`config.mk`:
```
export PLATFORM = sky130hd
export DESIGN_NAME = glitchless_clock_select_fanout
export DESIGN_NICKNAME = d
export VERILOG_FILES = /design/src/shared/clock_select_pkg.sv /design/src/glitchless_clock_select_fanout.sv /design/src/level_sync.sv
export SDC_FILE = /design/constraint.sdc
export NUM_CORES = 1
export LEC_CHECK = 0
export ABC_CLOCK_PERIOD_IN_PS = 2450
export BUFFER_PORTS_ARGS = -buffer_cell sky130_fd_sc_hd__buf_2
export CAP_MARGIN = 20
export CORE_MARGIN = 5
export CORE_UTILIZATION = 32
export DETAILED_ROUTE_END_ITERATION = 8
export PLACE_DENSITY = 0.46
export SYNTH_ARGS = -nofsm -noshare
export SYNTH_HDL_FRONTEND = slang
export SYNTH_SLANG_ARGS = --single-unit
```
`constraint.sdc`:
```
create_clock -name ref_clk -period 2.45 [get_ports ref_clk]
set_input_delay 0.245 -clock ref_clk [delete_from_list [all_inputs] [get_ports ref_clk]]
set_output_delay 0.245 -clock ref_clk [all_outputs]
set_load 0.02 [all_outputs]
```
`src/shared/clock_select_pkg.sv`:
```
// Constants, states and output carrier for the glitch-free clock selector
package clock_select_pkg;
   localparam int          FANOUT_WIDTH  = 8;
   localparam int          CLK_PERIOD_NS = 4;
   // Power-on settling time that the switchover logic waits before selecting
   localparam int          POR_TIME_NS   = 1000;
   localparam int          POR_CYCLES    = (POR_TIME_NS + CLK_PERIOD_NS - 1) / CLK_PERIOD_NS;
   localparam int          POR_CNT_W     = 9;
   // Longer than half a period of the slowest valid input clock (1 kHz)
   localparam int          DEAD_TIME_NS  = 1000000;
   localparam int          DEAD_CYCLES   = DEAD_TIME_NS / CLK_PERIOD_NS;
   localparam int          IDLE_CNT_W    = 20;
   localparam logic        SEL_RESET_VAL = 1'b1;
   localparam logic        SEL_CLOCK_A   = 1'b0;

   typedef enum logic [1:0] {
      ST_INIT   = 2'b00,
      ST_FOLLOW = 2'b01,
      ST_DRAIN  = 2'b10,
      ST_LOW    = 2'b11
   } switch_state_e;

   typedef struct packed {
      logic [FANOUT_WIDTH-1:0] true_leg;
      logic [FANOUT_WIDTH-1:0] comp_leg;
   } fanout_pair_s;
endpackage

```
`src/glitchless_clock_select_fanout.sv`:
```
// Glitch-free two-input clock selector with eight true/complement output pairs
`timescale 1ns/100ps
module glitchless_clock_select_fanout #(
   parameter int DEAD_LIMIT = clock_select_pkg::DEAD_CYCLES
) (
   input  wire logic                           ref_clk,
   input  wire logic                           reset_n,
   input  wire logic                           clock_input_a,
   input  wire logic                           clock_input_b,
   input  wire logic                           input_select,
   input  wire logic                           startup_delay_pin,
   output clock_select_pkg::fanout_pair_s      fanout_outputs,
   output logic                                failsafe_hold,
   output logic                                switch_busy
);
   import clock_select_pkg::*;

   // ----------------------------------------------------------------
   // Input synchronisers
   // ----------------------------------------------------------------
   logic [1:0] clk_sync;
   logic       sel_sync;
   logic       bypass_sync;

   // The input clocks are sampled as plain data, so each must stay well below
   // half of ref_clk or edges are lost
   level_sync #(.RESET_VAL(1'b0)) sync_clk_a (
      .ref_clk  (ref_clk),
      .reset_n  (reset_n),
      .async_in (clock_input_a),
      .sync_out (clk_sync[0])
   );
   level_sync #(.RESET_VAL(1'b0)) sync_clk_b (
      .ref_clk  (ref_clk),
      .reset_n  (reset_n),
      .async_in (clock_input_b),
      .sync_out (clk_sync[1])
   );
   // Reset value high models the pull-up on an open select pin
   level_sync #(.RESET_VAL(SEL_RESET_VAL)) sync_sel (
      .ref_clk  (ref_clk),
      .reset_n  (reset_n),
      .async_in (input_select),
      .sync_out (sel_sync)
   );
   // Reset value low keeps suppression on until the startup pin is seen high,
   // so a tied-high pin takes effect two cycles after reset
   level_sync #(.RESET_VAL(1'b0)) sync_bypass (
      .ref_clk  (ref_clk),
      .reset_n  (reset_n),
      .async_in (startup_delay_pin),
      .sync_out (bypass_sync)
   );

   // ----------------------------------------------------------------
   // Edge and activity tracking per input clock
   // ----------------------------------------------------------------
   logic [1:0]            clk_prev;
   logic [1:0]            next_clk_prev;
   logic [IDLE_CNT_W-1:0] idle_cnt [2];
   logic [IDLE_CNT_W-1:0] next_idle_cnt [2];
   logic [1:0]            fall;
   logic [1:0]            dead;

   // The idle counters saturate, so a clock that stays stopped keeps its dead
   // flag without wrapping back to a false restart
   always_comb begin
      next_clk_prev = clk_sync;
      for (int i = 0; i < 2; i++) begin
         fall[i] = clk_prev[i] & ~clk_sync[i];
         dead[i] = (idle_cnt[i] == IDLE_CNT_W'(DEAD_LIMIT));
         if (clk_prev[i] != clk_sync[i]) begin
            next_idle_cnt[i] = '0;
         end else if (dead[i]) begin
            next_idle_cnt[i] = idle_cnt[i];
         end else begin
            next_idle_cnt[i] = idle_cnt[i] + IDLE_CNT_W'(1);
         end
      end
   end

   always_ff @(posedge ref_clk or negedge reset_n) begin
      if (!reset_n) begin
         clk_prev    <= 2'h0;
         idle_cnt[0] <= '0;
         idle_cnt[1] <= '0;
      end else begin
         clk_prev    <= next_clk_prev;
         idle_cnt[0] <= next_idle_cnt[0];
         idle_cnt[1] <= next_idle_cnt[1];
      end
   end

   // ----------------------------------------------------------------
   // Switchover state machine
   // ----------------------------------------------------------------
   switch_state_e          state;
   switch_state_e          next_state;
   logic                   active;
   logic                   next_active;
   logic                   out_level;
   logic                   next_out_level;
   logic [POR_CNT_W-1:0]   por_cnt;
   logic [POR_CNT_W-1:0]   next_por_cnt;
   logic                   next_failsafe_hold;
   logic                   next_switch_busy;
   fanout_pair_s           next_fanout;

   // Limitation: if the new clock dies while the output is parked low, the
   // switchover waits there until bypass or reset; the low level is stable
   always_comb begin
      next_state         = state;
      next_active        = active;
      next_out_level     = out_level;
      next_por_cnt       = por_cnt;
      unique case (state)
         ST_INIT: begin
            // Output parked low until the initialisation count expires
            next_out_level = 1'b0;
            if (por_cnt == POR_CNT_W'(POR_CYCLES - 1)) begin
               next_state  = ST_FOLLOW;
               next_active = sel_sync;
            end else begin
               next_por_cnt = por_cnt + POR_CNT_W'(1);
            end
         end
         ST_FOLLOW: begin
            if (bypass_sync && sel_sync != active) begin
               // Plain multiplexer behaviour, runts allowed
               next_active    = sel_sync;
               next_out_level = clk_sync[sel_sync];
            end else begin
               if (!dead[active]) begin
                  next_out_level = clk_sync[active];
               end // else hold last valid level
               if (sel_sync != active) begin
                  next_state = ST_DRAIN;
               end
            end
         end
         ST_DRAIN: begin
            // Keep following the old clock until it falls
            if (bypass_sync) begin
               next_state     = ST_FOLLOW;
               next_active    = sel_sync;
               next_out_level = clk_sync[sel_sync];
            end else if (fall[active] || (dead[active] && fall[~active])) begin
               // A stuck old clock is released on the new clock's fall, so
               // a held high phase is never shorter than half a new period
               next_state     = ST_LOW;
               next_active    = ~active;
               next_out_level = 1'b0;
            end else if (!dead[active]) begin
               next_out_level = clk_sync[active];
            end
         end
         ST_LOW: begin
            // Low until the new clock's next fall before passing it
            next_out_level = 1'b0;
            if (fall[active] || bypass_sync) begin
               next_state = ST_FOLLOW;
            end
         end
      endcase
   end

   always_ff @(posedge ref_clk or negedge reset_n) begin
      if (!reset_n) begin
         state     <= ST_INIT;
         active    <= SEL_CLOCK_A;
         out_level <= 1'b0;
         por_cnt   <= '0;
      end else begin
         state     <= next_state;
         active    <= next_active;
         out_level <= next_out_level;
         por_cnt   <= next_por_cnt;
      end
   end

   // ----------------------------------------------------------------
   // Output registers
   // ----------------------------------------------------------------
   // The pairs load the next level rather than out_level, so the pins add
   // no cycle of delay behind the state machine
   always_comb begin
      // Hold only reports; the frozen level lives in out_level itself
      next_failsafe_hold   = dead[active];
      next_switch_busy     = (next_state == ST_DRAIN) || (next_state == ST_LOW);
      next_fanout.true_leg = {FANOUT_WIDTH{next_out_level}};
      next_fanout.comp_leg = {FANOUT_WIDTH{~next_out_level}};
   end

   always_ff @(posedge ref_clk or negedge reset_n) begin
      if (!reset_n) begin
         // Every true leg low and every complement high while in reset
         failsafe_hold  <= 1'b0;
         switch_busy    <= 1'b0;
         fanout_outputs <= '{true_leg: '0, comp_leg: '1};
      end else begin
         failsafe_hold  <= next_failsafe_hold;
         switch_busy    <= next_switch_busy;
         fanout_outputs <= next_fanout;
      end
   end
endmodule

```
`src/level_sync.sv`:
```
// Two-flop synchroniser for one level from outside the ref_clk domain
`timescale 1ns/100ps
module level_sync #(
   parameter logic RESET_VAL = 1'b0
) (
   input  wire logic ref_clk,
   input  wire logic reset_n,
   input  wire logic async_in,
   output logic      sync_out
);
   logic first_stage;
   logic next_first_stage;
   logic next_sync_out;

   always_comb begin
      next_first_stage = async_in;
      next_sync_out    = first_stage;
   end

   always_ff @(posedge ref_clk or negedge reset_n) begin
      if (!reset_n) begin
         first_stage <= RESET_VAL;
         sync_out    <= RESET_VAL;
      end else begin
         first_stage <= next_first_stage;
         sync_out    <= next_sync_out;
      end
   end
endmodule

```
==> results.sh <==
export IMPL_syn_area_per_cell_um2=10.2
export IMPL_dp_cells=485
export IMPL_maxSlewHeadroom_pct=61.3
export IMPL_synth_async_reset_ratio_pct=100
export IMPL_syn_nets=357
export IMPL_critPathLaunchType="register"
export IMPL_first_pass_iters=4
export IMPL_drv_cap=0
export IMPL_yosysWarnings=0
export IMPL_top_layer_used="met4"
export IMPL_antenna_found_initial=0
export IMPL_critical_path_arrival_ns=2.34
export IMPL_yosysSeqAreaShare_pct=47.5
export IMPL_dp_hpwl_um=4680
export IMPL_worst_path_max_fanout=5
export IMPL_synth_cell_types=42
export IMPL_gp_congestion=0.778
export IMPL_die_x_um=114
export IMPL_numCtsBuffers=9
export IMPL_required_ns=2.66
export IMPL_wl_per_cell_um=13.2
export IMPL_cellLeakagePower_nw=1.67
export IMPL_root_buffer="clkbuf_8"
export IMPL_rsz0062_at_grt="no"
export IMPL_clk_latency_ns=0.34
export IMPL_drive_above_1_share_pct=13.4
export IMPL_mappedNetlistArea_um2=3480
export IMPL_crit_type="register to register"
export IMPL_grt_overflow=0
export IMPL_synth_edf_count=0
export IMPL_std_cell_rows=38
export IMPL_track_usage_pct=11.0
export IMPL_dr_wl_met3_um=264
export IMPL_hold_path_class="register to register"
export IMPL_drt_met1_wl_um=3440
export IMPL_drt_iter0_markers=103
export IMPL_route_met2_wl_um=2910
export IMPL_period_share_pct=86.8
export IMPL_final_cells=506
export IMPL_tns_ns=0
export IMPL_power_density_nw_per_um2=567
export IMPL_clock_skew_ns=0.0141
export IMPL_diodes=0
export IMPL_core_area_um2=10700
export IMPL_cts_tree="built"
export IMPL_pwr_share_clk_pct=42.1
export IMPL_via_count=2386
export IMPL_cts_clk_slew_worst_paths_ns=0.08
export IMPL_vias_per_cell=4.72
export IMPL_max_vdd_ir_drop_mv=0.229
export IMPL_tightestPinTransition_ns=0.576
export IMPL_preCtsSetupSlack_ns=0.326
export IMPL_fin_crit_ns=2.13
export IMPL_ant_nets=0
export IMPL_clockBufferDepth=2
export IMPL_drc=0
export IMPL_setup_ws_ns=0.322
export IMPL_start_util_pct=32.4
export IMPL_pwr_share_comb_pct=6.4
export IMPL_grt_pass1_wl_um=11400
export IMPL_area_growth_pct=12.3
export IMPL_setup_violations=0
export IMPL_switching_share_pct=23.4
export IMPL_p_int_mw=1.70
export IMPL_p_sw_mw=0.518
export IMPL_grt_max_degree=31
export IMPL_status="complete, no violations"
export IMPL_htreeDepth=3
export IMPL_drv_slew=0
export IMPL_port_buffers=23
export IMPL_ys_ff_latch=66
export IMPL_io_pins=24
export IMPL_seq_power_share_pct=51.5
export IMPL_endpoint_kind="register"
export IMPL_clock_fmax_mhz=470
export IMPL_routed_wl_um=6680
export IMPL_hold_viol=0
export IMPL_syn_inst=343
export IMPL_cts_sinks=66
export IMPL_ys_flop_type="dfrtp_1"
export IMPL_grt_pass1_vias=2305
export IMPL_die_area_um2=13100
export IMPL_finalNetCount=375
export IMPL_fp_dieH_um=114
==> flip-flops by register name (all words and copies together) (netlist names) <==
register / count
idle_cnt: 40
por_cnt: 9
clk_prev: 2
fanout_outputs: 2
state: 2
active: 1
failsafe_hold: 1
switch_busy: 1
sync_bypass.first_stage: 1
sync_bypass.sync_out: 1
sync_clk_a.first_stage: 1
sync_clk_a.sync_out: 1
sync_clk_b.first_stage: 1
sync_clk_b.sync_out: 1
sync_sel.first_stage: 1
sync_sel.sync_out: 1
==> cells in the mapped netlist (all sizes together), types with 9 or more instances <==
master	count	share of area, %
dfrtp	63	45
and2	37	6.6
xnor2	33	8.3
nand2	21	2.3
nand3	19	2.7
buf	16	3.6
inv	14	1.5
nand4	14	2.5
o21ai	14	2.0
nor2	10	1.1
clkbuf	9	0.97
xor2	9	2.3
==> worst max-delay path, stage by stage, from the launching register on <==
cell,delay (ns)
dfrtp_1,0.42
inv_1,0.07
ha_1,0.13
or4b_4,0.46
nor4_4,0.34
and2_1,0.32
mux2i_1,0.21
nor2b_1,0.06
==> cell usage in the layout (no fill, tap or decap), types with 3 or more instances in the layout <==
cell type / Yosys / layout
a21boi_0: 4 / 4
a21oi_1: 7 / 7
and2_1: 37 / 37
and3_1: 6 / 6
and4_1: 6 / 6
buf_2: 0 / 23
buf_4: 15 / 3
clkbuf_8: 0 / 11
clkinv_2: 0 / 3
dfrtp_1: 63 / 63
dfstp_2: 3 / 3
dlygate4sd3_1: 0 / 5
ha_1: 8 / 8
inv_1: 14 / 14
mux2i_1: 3 / 3
nand2_1: 21 / 21
nand3_1: 19 / 19
nand4_1: 14 / 14
nor2_1: 10 / 10
nor2b_1: 6 / 6
nor3_1: 5 / 5
nor3b_1: 7 / 7
nor4_1: 3 / 3
o21ai_0: 14 / 14
or3_1: 5 / 5
xnor2_1: 33 / 33
xor2_1: 9 / 9
==> cell type report <==
class / count / area, um2
fillers: 1086 / 6830
repair buffers: 32 / 208
clock buffers: 11 / 151
well taps: 140 / 175
clock inverters: 5 / 52.6
inverters: 14 / 52.6
flip-flops and latches: 66 / 1660
multi-input cells: 238 / 1620
==> cell families after synthesis <==
kind of cell | share of synthesized area [%]
fa+ha+maj | 2.87
flops | 47.5
mux | 0.862
buf+inv | 6.03
xor+xnor | 10.6
compound gates | 6.64
simple gates | 25.5
==> timing repair <==
item	in CTS	in global routing
resized for setup	0	0
endpoints found under the hold margin	22	0
hold buffers	5	0
endpoints found under the setup margin	0	0
buffers inserted	0	0
==> per-layer routing <==
layer / track usage [%] / up-vias
met5: 0 / -
met4: 4.04 / 0
li1: - / 1204
met3: 3.01 / 4
met1: 15.5 / 1134
met2: 16.2 / 44
==> through the flow <==
stage / instance area (um2) / power [mW] / utilization, % / hold WS, ns
final: 3910 / 2.22 / 36.4 / 0.352
after global routing: 3910 / 2.34 / 36.4 / 0.375
after CTS: 3910 / 2.27 / 36.4 / 0.354
after detailed placement: 3660 / 1.31 / 34.1 / 0.244
after global placement: 3660 / 1.30 / 34.1 / 0.236
after floorplan: 3480 / 1.24 / - / -0.0506
==> final timing paths <==
kind                       slack (ns)  cells past startpoint               startpoint                    to
max in group asynchronous        1.35                      3                  reset_n     fanout_outputs[0]
min                              0.35                      0  sync_bypass.first_stage  sync_bypass.sync_out
max                              0.32                      7             idle_cnt[20]          idle_cnt[21]
min in group asynchronous        0.40                      2                  reset_n          idle_cnt[36]
min reg2reg                      0.35                      0  sync_bypass.first_stage  sync_bypass.sync_out
max reg2reg                      0.32                      7             idle_cnt[20]          idle_cnt[21]
==> power by group through the flow <==
stage	sequential [mW]	clock (mW)	combinational [mW]
2_1_floorplan	1.15	0	0.0878
3_3_place_gp	1.16	0	0.141
3_5_place_dp	1.16	0	0.142
4_1_cts	1.14	0.976	0.149
5_1_grt	1.15	1.03	0.166
6_report	1.14	0.933	0.143
(Power assumes the default switching activity.)
